**src/asrl_pkg.sv**
```systemverilog
// constants and types for the eight-instance alarm setpoint relay block
//
// Behaviour
// - eight independent alarms, each fully configured
// - upper limit alone: trip at value >= limit
// - lower limit alone: trip at value <= limit
// - limits can be disabled; both reset disabled
// - upper above lower: trip outside the band
// - upper below lower: trip inside the band
// - upper alarm clears below limit minus deadband
// - lower alarm clears above limit plus deadband
// - one deadband per alarm, resets to 4.0
// - assert only after full continuous activation delay
// - condition dropout restarts the activation timer
// - activation delay per alarm, 0 to 6553.5 s
// - alarm held through release delay after clearing
// - condition return restarts the release timer
// - release delay per alarm, 0 to 6553.5 s
// - per-relay map bits drive relays, reset off
// - pi mode pins alarm 1,2 to relay 1,2
// - led flashes until acknowledged, then steady
package asrl_pkg;
    localparam int NUM_ALARMS = 8;
    localparam int NUM_RELAYS = 8;
    localparam int VALUE_W = 16;
    localparam int ADDR_W = 12;

    // per-alarm register window: base = index * stride
    localparam logic [ADDR_W-1:0] ALARM_STRIDE = 12'h020;
    localparam logic [2:0] FIELD_UPPER = 3'h0;
    localparam logic [2:0] FIELD_LOWER = 3'h1;
    localparam logic [2:0] FIELD_DEADBAND = 3'h2;
    localparam logic [2:0] FIELD_ACT_DLY = 3'h3;
    localparam logic [2:0] FIELD_REL_DLY = 3'h4;
    localparam logic [2:0] FIELD_MAP = 3'h5;
    localparam logic [2:0] FIELD_STATE = 3'h6;
    localparam logic [ADDR_W-1:0] OFS_CTRL = 12'h100;
    localparam logic [ADDR_W-1:0] OFS_IRQ_STATUS = 12'h104;
    localparam logic [ADDR_W-1:0] OFS_IRQ_MASK = 12'h108;

    // limit register layout
    localparam int LIMIT_EN_BIT = 16;
    // state register layout
    localparam int ST_ALARM_BIT = 0;
    localparam int ST_COND_BIT = 1;
    localparam int ST_ACKED_BIT = 2;
    // control register layout
    localparam int CTRL_PI_BIT = 0;
    // irq status: asserted events low byte, released events high byte
    localparam int IRQ_REL_POS = 8;

    localparam logic [15:0] DEADBAND_RESET = 16'h0028;
    localparam logic [15:0] ACT_DLY_RESET = 16'h0000;
    localparam logic [15:0] REL_DLY_RESET = 16'h0000;
    localparam logic [7:0] MAP_RESET = 8'h00;

    localparam longint CLK_PERIOD_NS = 40;
    localparam longint TICK_PERIOD_NS = 100_000_000;
    localparam int TICK_CYCLES_DEFAULT = int'(TICK_PERIOD_NS / CLK_PERIOD_NS);
    localparam int FLASH_TICKS = 5;

    typedef enum logic [1:0] {ASRL_IDLE, ASRL_ARMING, ASRL_ACTIVE, ASRL_RELEASING} asrl_state_t;
endpackage

```
**src/asrl_alarm_relay.sv**
```systemverilog
// eight alarm evaluators with delays, relay mapping, annunciators and apb registers
//
// Added by the designer: the register offsets and the APB register port.
`timescale 1ns/100ps
`default_nettype none
module asrl_alarm_relay #(
    parameter int TICK_CYCLES = asrl_pkg::TICK_CYCLES_DEFAULT
) (
    input wire logic pclk,
    input wire logic presetn,
    input wire logic ce,
    input wire logic psel,
    input wire logic penable,
    input wire logic pwrite,
    input wire logic [asrl_pkg::ADDR_W-1:0] paddr,
    input wire logic [31:0] pwdata,
    output logic [31:0] prdata,
    output logic pready,
    output logic pslverr,
    input wire logic [asrl_pkg::NUM_ALARMS-1:0][asrl_pkg::VALUE_W-1:0] meas_value,
    input wire logic ack_button,
    input wire logic ack_remote,
    output logic [asrl_pkg::NUM_RELAYS-1:0] relay_out,
    output logic [asrl_pkg::NUM_ALARMS-1:0] led_out,
    output logic [asrl_pkg::NUM_ALARMS-1:0] trigger_instance,
    output logic irq
);
    import asrl_pkg::*;

    if (TICK_CYCLES < 2) begin : g_bad_tick
        $error("TICK_CYCLES must be at least 2");
    end

    localparam int NA = NUM_ALARMS;
    localparam int NR = NUM_RELAYS;
    localparam int TCW = $clog2(TICK_CYCLES);

    // ========================================================
    // condition evaluation with deadband
    // ========================================================
    function automatic logic eval_cond(input logic held, input logic [15:0] v,
                                       input logic [16:0] hi, input logic [16:0] lo,
                                       input logic [15:0] hyst);
        logic signed [17:0] sv;
        logic signed [17:0] shi;
        logic signed [17:0] slo;
        logic signed [17:0] shy;
        logic up;
        logic dn;
        sv = 18'($signed(v));
        shi = 18'($signed(hi[15:0]));
        slo = 18'($signed(lo[15:0]));
        shy = $signed({2'b00, hyst});
        if (held) begin
            up = sv >= (shi - shy);
            dn = sv <= (slo + shy);
        end else begin
            up = sv >= shi;
            dn = sv <= slo;
        end
        if (hi[LIMIT_EN_BIT] && lo[LIMIT_EN_BIT] && (shi < slo)) begin
            eval_cond = up && dn;
        end else begin
            eval_cond = (hi[LIMIT_EN_BIT] && up) || (lo[LIMIT_EN_BIT] && dn);
        end
    endfunction

    // ========================================================
    // configuration registers
    // ========================================================
    logic [16:0] upper_limit [NA];
    logic [16:0] falling_limit [NA];
    logic [15:0] deadband_width [NA];
    logic [15:0] activate_delay [NA];
    logic [15:0] release_delay [NA];
    logic [NR-1:0] output_map [NA];
    logic pi_mode;
    logic [15:0] irq_mask;
    logic [16:0] next_upper_limit [NA];
    logic [16:0] next_falling_limit [NA];
    logic [15:0] next_deadband_width [NA];
    logic [15:0] next_activate_delay [NA];
    logic [15:0] next_release_delay [NA];
    logic [NR-1:0] next_output_map [NA];
    logic next_pi_mode;
    logic [15:0] next_irq_mask;

    logic acc_done;
    logic wr_en;
    logic rd_en;
    logic in_alarm_win;
    logic [2:0] sel_alarm;
    logic [2:0] sel_field;
    logic addr_ok;

    assign in_alarm_win = paddr < ADDR_W'(NA * int'(ALARM_STRIDE));
    assign sel_alarm = paddr[7:5];
    assign sel_field = paddr[4:2];
    always_comb begin
        addr_ok = 1'b0;
        if (paddr[1:0] == 2'b00) begin
            if (in_alarm_win) begin
                addr_ok = sel_field <= FIELD_STATE;
            end else begin
                addr_ok = (paddr == OFS_CTRL) || (paddr == OFS_IRQ_STATUS)
                          || (paddr == OFS_IRQ_MASK);
            end
        end
    end

    always_comb begin
        next_pi_mode = pi_mode;
        next_irq_mask = irq_mask;
        for (int i = 0; i < NA; i++) begin
            next_upper_limit[i] = upper_limit[i];
            next_falling_limit[i] = falling_limit[i];
            next_deadband_width[i] = deadband_width[i];
            next_activate_delay[i] = activate_delay[i];
            next_release_delay[i] = release_delay[i];
            next_output_map[i] = output_map[i];
        end
        if (wr_en && addr_ok) begin
            if (in_alarm_win) begin
                case (sel_field)
                    FIELD_UPPER: next_upper_limit[sel_alarm] = pwdata[16:0];
                    FIELD_LOWER: next_falling_limit[sel_alarm] = pwdata[16:0];
                    FIELD_DEADBAND: next_deadband_width[sel_alarm] = pwdata[15:0];
                    FIELD_ACT_DLY: next_activate_delay[sel_alarm] = pwdata[15:0];
                    FIELD_REL_DLY: next_release_delay[sel_alarm] = pwdata[15:0];
                    FIELD_MAP: next_output_map[sel_alarm] = pwdata[NR-1:0];
                    default: ;
                endcase
            end else if (paddr == OFS_CTRL) begin
                next_pi_mode = pwdata[CTRL_PI_BIT];
            end else if (paddr == OFS_IRQ_MASK) begin
                next_irq_mask = pwdata[15:0];
            end
        end
    end

    always_ff @(posedge pclk or negedge presetn) begin
        if (!presetn) begin
            pi_mode <= 1'b0;
            irq_mask <= 16'h0000;
            for (int i = 0; i < NA; i++) begin
                upper_limit[i] <= 17'h0_0000;
                falling_limit[i] <= 17'h0_0000;
                deadband_width[i] <= DEADBAND_RESET;
                activate_delay[i] <= ACT_DLY_RESET;
                release_delay[i] <= REL_DLY_RESET;
                output_map[i] <= MAP_RESET;
            end
        end else if (ce) begin
            pi_mode <= next_pi_mode;
            irq_mask <= next_irq_mask;
            for (int i = 0; i < NA; i++) begin
                upper_limit[i] <= next_upper_limit[i];
                falling_limit[i] <= next_falling_limit[i];
                deadband_width[i] <= next_deadband_width[i];
                activate_delay[i] <= next_activate_delay[i];
                release_delay[i] <= next_release_delay[i];
                output_map[i] <= next_output_map[i];
            end
        end
    end

    // ========================================================
    // 10 Hz tick and flash phase
    // ========================================================
    logic [TCW-1:0] tick_cnt;
    logic [2:0] flash_cnt;
    logic flash_on;
    logic tick;
    logic [TCW-1:0] next_tick_cnt;
    logic [2:0] next_flash_cnt;
    logic next_flash_on;

    assign tick = tick_cnt == TCW'(TICK_CYCLES - 1);
    always_comb begin
        next_tick_cnt = tick ? '0 : tick_cnt + 1'b1;
        next_flash_cnt = flash_cnt;
        next_flash_on = flash_on;
        if (tick) begin
            if (flash_cnt == 3'(FLASH_TICKS - 1)) begin
                next_flash_cnt = 3'h0;
                next_flash_on = !flash_on;
            end else begin
                next_flash_cnt = flash_cnt + 3'h1;
            end
        end
    end

    always_ff @(posedge pclk or negedge presetn) begin
        if (!presetn) begin
            tick_cnt <= '0;
            flash_cnt <= 3'h0;
            flash_on <= 1'b0;
        end else if (ce) begin
            tick_cnt <= next_tick_cnt;
            flash_cnt <= next_flash_cnt;
            flash_on <= next_flash_on;
        end
    end

    // ========================================================
    // alarm engines
    // ========================================================
    asrl_state_t st [NA];
    logic [15:0] tcnt [NA];
    logic [NA-1:0] cond_q;
    logic [NA-1:0] acked;
    logic [NR-1:0] relay_q;
    asrl_state_t next_st [NA];
    logic [15:0] next_tcnt [NA];
    logic [NA-1:0] cond_now;
    logic [NA-1:0] next_acked;
    logic [NR-1:0] next_relay;
    logic [NA-1:0] next_alarm;
    logic ack_any;

    assign ack_any = ack_button || ack_remote;

    always_comb begin
        for (int i = 0; i < NA; i++) begin
            // deadband applies only once the alarm has activated
            cond_now[i] = eval_cond(cond_q[i] && trigger_instance[i], meas_value[i],
                                    upper_limit[i], falling_limit[i], deadband_width[i]);
            next_st[i] = st[i];
            next_tcnt[i] = tcnt[i];
            case (st[i])
                ASRL_IDLE: begin
                    next_tcnt[i] = 16'h0000;
                    if (cond_now[i]) begin
                        next_st[i] = (activate_delay[i] == 16'h0000) ? ASRL_ACTIVE : ASRL_ARMING;
                    end
                end
                ASRL_ARMING: begin
                    if (!cond_now[i]) begin
                        next_st[i] = ASRL_IDLE;
                        next_tcnt[i] = 16'h0000;
                    end else if (tick) begin
                        next_tcnt[i] = tcnt[i] + 16'h0001;
                        if ({1'b0, tcnt[i]} + 17'h0_0001 >= {1'b0, activate_delay[i]}) begin
                            next_st[i] = ASRL_ACTIVE;
                        end
                    end
                end
                ASRL_ACTIVE: begin
                    next_tcnt[i] = 16'h0000;
                    if (!cond_now[i]) begin
                        next_st[i] = (release_delay[i] == 16'h0000) ? ASRL_IDLE : ASRL_RELEASING;
                    end
                end
                ASRL_RELEASING: begin
                    if (cond_now[i]) begin
                        next_st[i] = ASRL_ACTIVE;
                    end else if (tick) begin
                        next_tcnt[i] = tcnt[i] + 16'h0001;
                        if ({1'b0, tcnt[i]} + 17'h0_0001 >= {1'b0, release_delay[i]}) begin
                            next_st[i] = ASRL_IDLE;
                        end
                    end
                end
                default: next_st[i] = ASRL_IDLE;
            endcase
            next_alarm[i] = (next_st[i] == ASRL_ACTIVE) || (next_st[i] == ASRL_RELEASING);
            next_acked[i] = next_alarm[i] && (acked[i] || (trigger_instance[i] && ack_any));
        end
        for (int r = 0; r < NR; r++) begin
            next_relay[r] = 1'b0;
            for (int i = 0; i < NA; i++) begin
                if (!(pi_mode && i < 2) && output_map[i][r]) begin
                    next_relay[r] = next_relay[r] || next_alarm[i];
                end
            end
        end
        if (pi_mode) begin
            next_relay[0] = next_alarm[0];
            next_relay[1] = next_alarm[1];
        end
    end

    always_ff @(posedge pclk or negedge presetn) begin
        if (!presetn) begin
            cond_q <= '0;
            acked <= '0;
            relay_q <= '0;
            for (int i = 0; i < NA; i++) begin
                st[i] <= ASRL_IDLE;
                tcnt[i] <= 16'h0000;
            end
        end else if (ce) begin
            cond_q <= cond_now;
            acked <= next_acked;
            relay_q <= next_relay;
            for (int i = 0; i < NA; i++) begin
                st[i] <= next_st[i];
                tcnt[i] <= next_tcnt[i];
            end
        end
    end

    always_comb begin
        for (int i = 0; i < NA; i++) begin
            trigger_instance[i] = (st[i] == ASRL_ACTIVE) || (st[i] == ASRL_RELEASING);
            led_out[i] = trigger_instance[i] && (acked[i] || flash_on);
        end
    end
    assign relay_out = relay_q;

    // ========================================================
    // interrupts and apb slave
    // ========================================================
    logic [15:0] irq_status;
    logic [NA-1:0] alarm_q;
    logic setup_seen;
    logic [31:0] rdata_q;
    logic err_q;
    logic [15:0] next_irq_status;
    logic next_setup_seen;
    logic [31:0] next_rdata;
    logic next_err;

    assign acc_done = psel && penable && ce && setup_seen;
    assign wr_en = acc_done && pwrite;
    assign rd_en = acc_done && !pwrite;
    assign pready = psel && penable && setup_seen && ce;
    assign prdata = rdata_q;
    assign pslverr = pready && err_q;
    assign irq = |(irq_status & irq_mask);

    always_comb begin
        next_setup_seen = psel && !penable;
        next_rdata = rdata_q;
        next_err = err_q;
        if (psel && !penable) begin
            next_err = !addr_ok;
            next_rdata = 32'h0000_0000;
            if (addr_ok && !pwrite) begin
                if (in_alarm_win) begin
                    case (sel_field)
                        FIELD_UPPER: next_rdata = {15'h0000, upper_limit[sel_alarm]};
                        FIELD_LOWER: next_rdata = {15'h0000, falling_limit[sel_alarm]};
                        FIELD_DEADBAND: next_rdata = {16'h0000, deadband_width[sel_alarm]};
                        FIELD_ACT_DLY: next_rdata = {16'h0000, activate_delay[sel_alarm]};
                        FIELD_REL_DLY: next_rdata = {16'h0000, release_delay[sel_alarm]};
                        FIELD_MAP: next_rdata = {24'h00_0000, output_map[sel_alarm]};
                        FIELD_STATE: begin
                            next_rdata[ST_ALARM_BIT] = trigger_instance[sel_alarm];
                            next_rdata[ST_COND_BIT] = cond_q[sel_alarm];
                            next_rdata[ST_ACKED_BIT] = acked[sel_alarm];
                        end
                        default: next_rdata = 32'h0000_0000;
                    endcase
                end else if (paddr == OFS_CTRL) begin
                    next_rdata[CTRL_PI_BIT] = pi_mode;
                end else if (paddr == OFS_IRQ_STATUS) begin
                    next_rdata = {16'h0000, irq_status};
                end else begin
                    next_rdata = {16'h0000, irq_mask};
                end
            end
        end
        next_irq_status = irq_status;
        if (rd_en && addr_ok && paddr == OFS_IRQ_STATUS) begin
            next_irq_status = irq_status & ~rdata_q[15:0];
        end
        // new events win over the read clear
        next_irq_status[NA-1:0] = next_irq_status[NA-1:0] | (trigger_instance & ~alarm_q);
        next_irq_status[IRQ_REL_POS +: NA] = next_irq_status[IRQ_REL_POS +: NA]
                                             | (~trigger_instance & alarm_q);
    end

    always_ff @(posedge pclk or negedge presetn) begin
        if (!presetn) begin
            irq_status <= 16'h0000;
            alarm_q <= '0;
            setup_seen <= 1'b0;
            rdata_q <= 32'h0000_0000;
            err_q <= 1'b0;
        end else if (ce) begin
            irq_status <= next_irq_status;
            alarm_q <= trigger_instance;
            setup_seen <= next_setup_seen;
            rdata_q <= next_rdata;
            err_q <= next_err;
        end
    end

    for (genvar g = 0; g < NA; g++) begin : g_chk

    end
endmodule
`default_nettype wire

```
**config.mk**
```make
export PLATFORM = sky130hd
export DESIGN_NAME = asrl_alarm_relay
export DESIGN_NICKNAME = d
export VERILOG_FILES = /design/src/asrl_pkg.sv /design/src/asrl_alarm_relay.sv
export SDC_FILE = /design/constraint.sdc
export NUM_CORES = 2
export LEC_CHECK = 0
export BUFFER_PORTS_ARGS = -buffer_cell sky130_fd_sc_hd__buf_4
export CORE_AREA = 4 4 377 379
export DETAILED_ROUTE_END_ITERATION = 8
export DIE_AREA = 0 0 381 383
export PLACE_DENSITY = 0.8
export SLEW_MARGIN = 20
export SYNTH_ARGS = -nofsm -noshare
export SYNTH_HDL_FRONTEND = slang
export SYNTH_SLANG_ARGS = --single-unit
```
**constraint.sdc**
```tcl
create_clock -name pclk -period 6.2 [get_ports pclk]
set_input_delay 1.24 -clock pclk [delete_from_list [all_inputs] [get_ports pclk]]
set_output_delay 1.24 -clock pclk [all_outputs]
set_load 0.05 [all_outputs]
```
# == Yosys cells after proc, flatten, opt, wreduce, memory -nomap -nowiden ==
# Cells that the tools add are included.
# W data, S select, Z words.
# classes
magnitude_cmp,61
n_addsub,34
n_eq_ne,59
n_bitwise,12
n_reduce_logical,260
n_mux,257
# ops
cell,count
$mux W16,33
$bwmux W128,3
$pmux W16 S3,8
$bwmux W136,2
$ge A17 B16 Y1,16
$logic_not A16 Y1,16
$mux W2,81
$add A16 B17 Y18,8
$bmux W16 S3,3
$ge A16 B18 Y1,8
$le A16 B18 Y1,8
$sub A16 B17 Y18,8
$add A16 B1 Y17 const B,8
$add A16 B1 Y16 const B,8
$ge A16 B16 Y1,8
$le A16 B16 Y1,8
$lt A16 B16 Y1,8
$bmux W17 S3,2
$logic_and A1 B1 Y1,102
$logic_or A1 B1 Y1,99
$mux W1,94
$mux W17,5
$pmux W14 S6,1
$bwmux W64,1
43 further kinds,145
# totals
regBits,989
elab_cells,760

# == Depth between registers and ports, before layout ==
# logic_depth
ltp_word,27
ltp_mapped,29

# == Least setup slack after synthesis ==
# No wires, ideal clock.
# synth_path
path_kind,register to register
start,register upper_limit[17] in the netlist's numbering
end,"register relay_q[0], in the netlist relay_out[0]"
stages_incl_launch_ff,27
slack_ns,0.332
n_path_buf,0
t_arrival_ns,5.744
cell_sequence,dfrtp_1 > inv_1 > ha_1 > inv_1 > fa_1 > a21o_1 > a21oi_1 > o21ai_0 > a21oi_1 > nor2b_1 > o21a_1 > o31a_1 > o41ai_1 > o2111ai_1 > a21oi_1 > xnor2_1 > ha_1 > a2111oi_0 > o211ai_1 > o21ai_0 > o21a_1 > and3b_1 > a211oi_4 > a21oi_1 > a22o_1 > a211o_1 > o31a_1
# synth_via
elab_chain_len,15
elab_cells_between_ends,23
# synth_rtl
element,line,source
start: declaration,asrl_alarm_relay.sv:71,logic [16:0] upper_limit [NA];
start signal: indexed assignment,asrl_alarm_relay.sv:157,upper_limit[i] <= next_upper_limit[i];
$sub A16 B17 Y18,asrl_alarm_relay.sv:55,up = sv >= (shi - shy);
$ge A16 B18 Y1,asrl_alarm_relay.sv:55,
$mux W1,asrl_alarm_relay.sv:54,if (held) begin
$logic_and A1 B1 Y1,asrl_alarm_relay.sv:64,eval_cond = (hi[LIMIT_EN_BIT] && up) || (lo[LIMIT_EN_BIT] && dn);
$logic_or A1 B1 Y1,asrl_alarm_relay.sv:64,
$mux W1 *,asrl_alarm_relay.sv:61,if (hi[LIMIT_EN_BIT] && lo[LIMIT_EN_BIT] && (shi < slo)) begin
$mux W2 (on tied branches),--,
$pmux W2 S4 *,asrl_alarm_relay.sv:230,case (st[i])
$eq A2 B2 Y1,asrl_alarm_relay.sv:266,next_alarm[i] = (next_st[i] == ASRL_ACTIVE) || (next_st[i] == ASRL_RELEASING);
$logic_or A1 B1 Y1 *,asrl_alarm_relay.sv:266,
$logic_or A1 B1 Y1 *,asrl_alarm_relay.sv:273,next_relay[r] = next_relay[r] || next_alarm[i];
$mux W1 *,asrl_alarm_relay.sv:272,if (!(pi_mode && i < 2) && output_map[i][r]) begin
$logic_or A1 B1 Y1,asrl_alarm_relay.sv:273,
$mux W1 *,asrl_alarm_relay.sv:272,
$mux W2 *,asrl_alarm_relay.sv:277,if (pi_mode) begin
end signal: assignment,asrl_alarm_relay.sv:295,relay_q <= next_relay;
end: declaration,asrl_alarm_relay.sv:212,logic [NR-1:0] relay_q;
# Mark *: on every way between the ends. The rest lies on a longest branch, timed or not.
# A chain may end at the register's enable or synchronous reset.

# == Worst setup path in the final report ==
# layout_path
start,register deadband_width[16] in the netlist's numbering
end,"register relay_q[1], in the netlist relay_out[1]"
# layout_via
elab_chain_len,15
elab_cells_between_ends,24
# layout_rtl
element,line,source
start: declaration,asrl_alarm_relay.sv:73,logic [15:0] deadband_width [NA];
start signal: indexed assignment,asrl_alarm_relay.sv:159,deadband_width[i] <= next_deadband_width[i];
$sub A16 B17 Y18 / $add A16 B17 Y18 (equally long branches),"asrl_alarm_relay.sv:55, asrl_alarm_relay.sv:56",
$ge A16 B18 Y1 / $le A16 B18 Y1 (equally long branches),"asrl_alarm_relay.sv:55, asrl_alarm_relay.sv:56",
$mux W1,asrl_alarm_relay.sv:54,
$logic_and A1 B1 Y1,asrl_alarm_relay.sv:64,
$logic_or A1 B1 Y1,asrl_alarm_relay.sv:64,
$mux W1 *,asrl_alarm_relay.sv:61,
$mux W2 (on tied branches),--,
$pmux W2 S4 *,asrl_alarm_relay.sv:230,
$eq A2 B2 Y1,asrl_alarm_relay.sv:266,
$logic_or A1 B1 Y1 *,asrl_alarm_relay.sv:266,
$logic_or A1 B1 Y1 *,asrl_alarm_relay.sv:273,
$mux W1 *,asrl_alarm_relay.sv:272,
$logic_or A1 B1 Y1,asrl_alarm_relay.sv:273,
$mux W1 *,asrl_alarm_relay.sv:272,
$mux W2 *,asrl_alarm_relay.sv:277,
# Marked as above.

==> implementation parameters <==
Parameter                              Value

Clocking
  Deepest level of the CTS H-tree    3
  Maximum count of clock buffers along a single path    3
  TritonCTS Buffers    104
  Count of hold buffers inserted by post-cts repair    0
  Clock-pin slew on the worst setup and hold paths    0.06 ns
  Root buf cell    clkbuf_16
  Clock net sink count    974
  Source-to-sink clock delay at the later pin of the worst-skew pair    0.77 ns
  TritonCTS clock tree    built

Place
  Weighted congestion reported at the end of routability-driven placement    1.10
  Detailed-placement wirelength estimate    247000 um
  Pre-CTS setup slack    -0.207 ns
  Port buffer count    208

Synth
  Commonest cells in the netlist    1203 x ha_1, 958 x dfrtp_1, 903 x inv_1, 743 x mux2_2, 446 x a21oi_1
  Most area-consuming cells after synthesis    dfrtp_1 30%, ha_1 19%, mux2_2 10%, inv_1 4.2%, a22oi_1 3.1%
  Cells after Synth    8462
  Top flip-flop cell by instance count after synthesis    dfrtp_1
  Number of enable-type register cells in the synthesized netlist    0
  Unique masters post-synth    102
  Fraction of synthesis flops using an asynchronous set or reset pin    1.00
  Top-count cell post-synth    ha_1
  Share of the synthesized area in the top cell type    0.299
  Sequential fraction of the synthesis area    0.304
  Number of flip-flops and latches in the synthesized netlist    974
  Total of warnings raised by yosys    0
  Post-Synthesis Mean Instance Area    9.48 um2
  Mapped cell area    80200 um2
  Cell type with the highest aggregate area in the netlist    dfrtp_1

Timing
  Headroom to the max-slew limit    0.215
  Unrepaired setup endpoints after global routing    yes
  Pins Over Slew Limit    0
  Clock Skew    0.0460 ns
  Number of endpoints failing setup at the final stage    0
  Final worst-path setup slack    0.114 ns
  Post-route clock period utilization    0.982
  Worst-Margin Slew    1.16 ns
  Hold violation total from the final report    0
  Maximum clock rate    164 MHz
  Minimum clock period    6.09 ns
  Setup TNS    0 ns

Setup path
  Arrival time reported for the critical path endpoint    6.70 ns
  Critical path required time    6.82 ns
  Capturing element type of the critical path    register
  Largest stage delay, worst path    0.41 ns
  Worst setup SP type    register
  Cell occurring most often along the worst timing path    buf_4
  Crit-path slowest cell    dfrtp_1
  Worst setup path class    register to register
  Max FO, Critical Path    3

Outcome
  Run status    complete, no violations

Global routing
  Maximum number of pins on one net before global-route repair    132
  Wire length of the first global-routing pass    464000 um
  Number of antenna violations at the first check in global routing    37
  Vias in the first global route    70500
  Global Route Usage Sum    0.429
  Overflow left after global routing    0

Die
  Area of the placeable core    139000 um2
  Die Y    383 um
  Number of primary I/O pins    239
  Starting density of the core    0.578
  Cell Rows    137
  Die Wd    381 um
  Floorplan die area    146000 um2

Pwr
  Maximum resistive drop on vdd    0.252 mV
  Power Dens Cells    164 nW/um2
  Leakage power    41.8 nW

Detailed routing
  Met1 wire length    121000 um
  Iter 0 DRT Violations    9544
  Post-route ant nets    0
  Length of the first detailed-routing pass in iterations    6
  Met3 Wirelength    48000 um
  DRT Wirelength    326000 um
  Max layer used    met5
  Via count    74400
  Detailed-routed wire length on met2    131000 um
  Routed wire per std cell    30.5 um
  # DRC    0
  Number of vias per cell after detailed routing    6.94

Final layout
  Share of post-route cells with drive strength above 1    0.193
  Final net count    10200
  Layout fillers    11200
  Area grow syn2layout    12.4%

Flow run
  Max capacitance violation total    0

Worst hold path
  Worst hold-check path type    register to register
## critical path, delay by kind of cell (launching register included)
| kind | cells | cell delay [ns] |
|---|---|---|
| xor gates and xnor gates | 1 | 0.12 |
| buffers and inverters | 4 | 0.70 |
| adders and majority gates | 3 | 0.89 |
| AOI/OAI and AO/OA | 15 | 2.98 |
| and+or+nand+nor | 6 | 0.85 |
| DFF | 1 | 0.41 |
## path summary, 6_finish.rpt
check                                         from                  to  slack [ns]  depth (start not counted)
worst max-delay path            deadband_width[16]        relay_out[1]        0.11                         29
worst min-delay path                    alarm_q[4]       irq_status[4]        0.46                          1
worst max register to register  deadband_width[16]        relay_out[1]        0.11                         29
worst min register to register          alarm_q[4]       irq_status[4]        0.46                          1
max in group asynchronous                  presetn  deadband_width[37]        4.15                          3
min in group asynchronous                  presetn      output_map[50]        0.58                          1
## report_power, final
| part | leakage, nW | switching, mW | total, mW | internal [mW] |
|---|---|---|---|---|
| Clock | 1.75 | 2.92 | 6.60 | 3.68 |
| Sequential | 13.4 | 0.0826 | 6.49 | 6.41 |
| Combinational | 26.7 | 1.15 | 1.67 | 0.518 |
| Total | 41.8 | 4.15 | 14.8 | 10.6 |
## per-layer routing
layer / global-route usage / up-vias
li1: - / 31800
met3: 0.195 / 1404
met2: 0.604 / 4930
met5: 0.00694 / -
met4: 0.270 / 22
met1: 0.533 / 36200
## through the flow
stage | hold WS [ns] | instances | utilization | instance area [um2] | power (mW)
after floorplan | 0.435 | 8476 | - | 80200 | 7.36
after global placement | 0.451 | 10500 | 0.614 | 85300 | 8.10
after detailed placement | 0.474 | 10500 | 0.614 | 85300 | 8.15
after CTS | 0.470 | 10700 | 0.641 | 89000 | 14.6
after global routing | 0.493 | 10700 | 0.649 | 90100 | 15.1
final | 0.462 | 10700 | 0.649 | 90200 | 14.8
## repair_timing
action | 4_1_cts | 5_1_grt
gates cloned | 0 | 3
setup buffers | 1 | 22
pin swaps | 2 | 79
setup endpoints to repair | 75 | 146
gates resized for setup | 25 | 204
## cell families (layout without fill, tap and decap cells)
group,after synthesis,count (layout),synth area share
AOI/OAI and AO/OA,2045,2045,0.173
other,1,37,0.0000468
xor gates and xnor gates,372,372,0.0406
muxes,799,799,0.113
adders and majority gates,1228,1228,0.193
and+or+nand+nor,1814,1814,0.117
buffers and inverters,1229,1633,0.0593
DFF,974,974,0.304
## placed cells by master (no fill, tap or decap), drive strengths merged, types with 100 or more instances in the layout
cell    Yosys  layout
nand3     225     225
xor2      157     157
o21ai     330     330
clkbuf    239     143
xnor2     215     215
nor2      384     384
buf        85     529
a22oi     336     336
a21oi     447     447
nor3      100     100
a21o      149     149
dfrtp     958     958
inv       904     911
nand4     256     256
nand2     392     392
mux2      744     744
nor2b     100     100
ha       1203    1203
## sequential cells by signal (all words and copies together), names as in the netlist, 22 cells and up
| name | cells |
|---|---|
| tcnt | 128 |
| activate_delay | 128 |
| output_map | 64 |
| deadband_width | 128 |
| falling_limit | 136 |
| upper_limit | 136 |
| release_delay | 128 |
| tick_cnt | 22 |
## cell type report
type	count	area, um2	share of cell area
diodes	22	55.1	0.000611
clock buffers	139	2900	0.0322
clock inverters	56	684	0.00759
inverters	905	3400	0.0377
multi-input cells	6273	52000	0.577
flip-flops and latches	974	24400	0.271
well taps	1807	2260	0.0251
repair buffers	533	4400	0.0488
(Power assumes the default switching activity.)
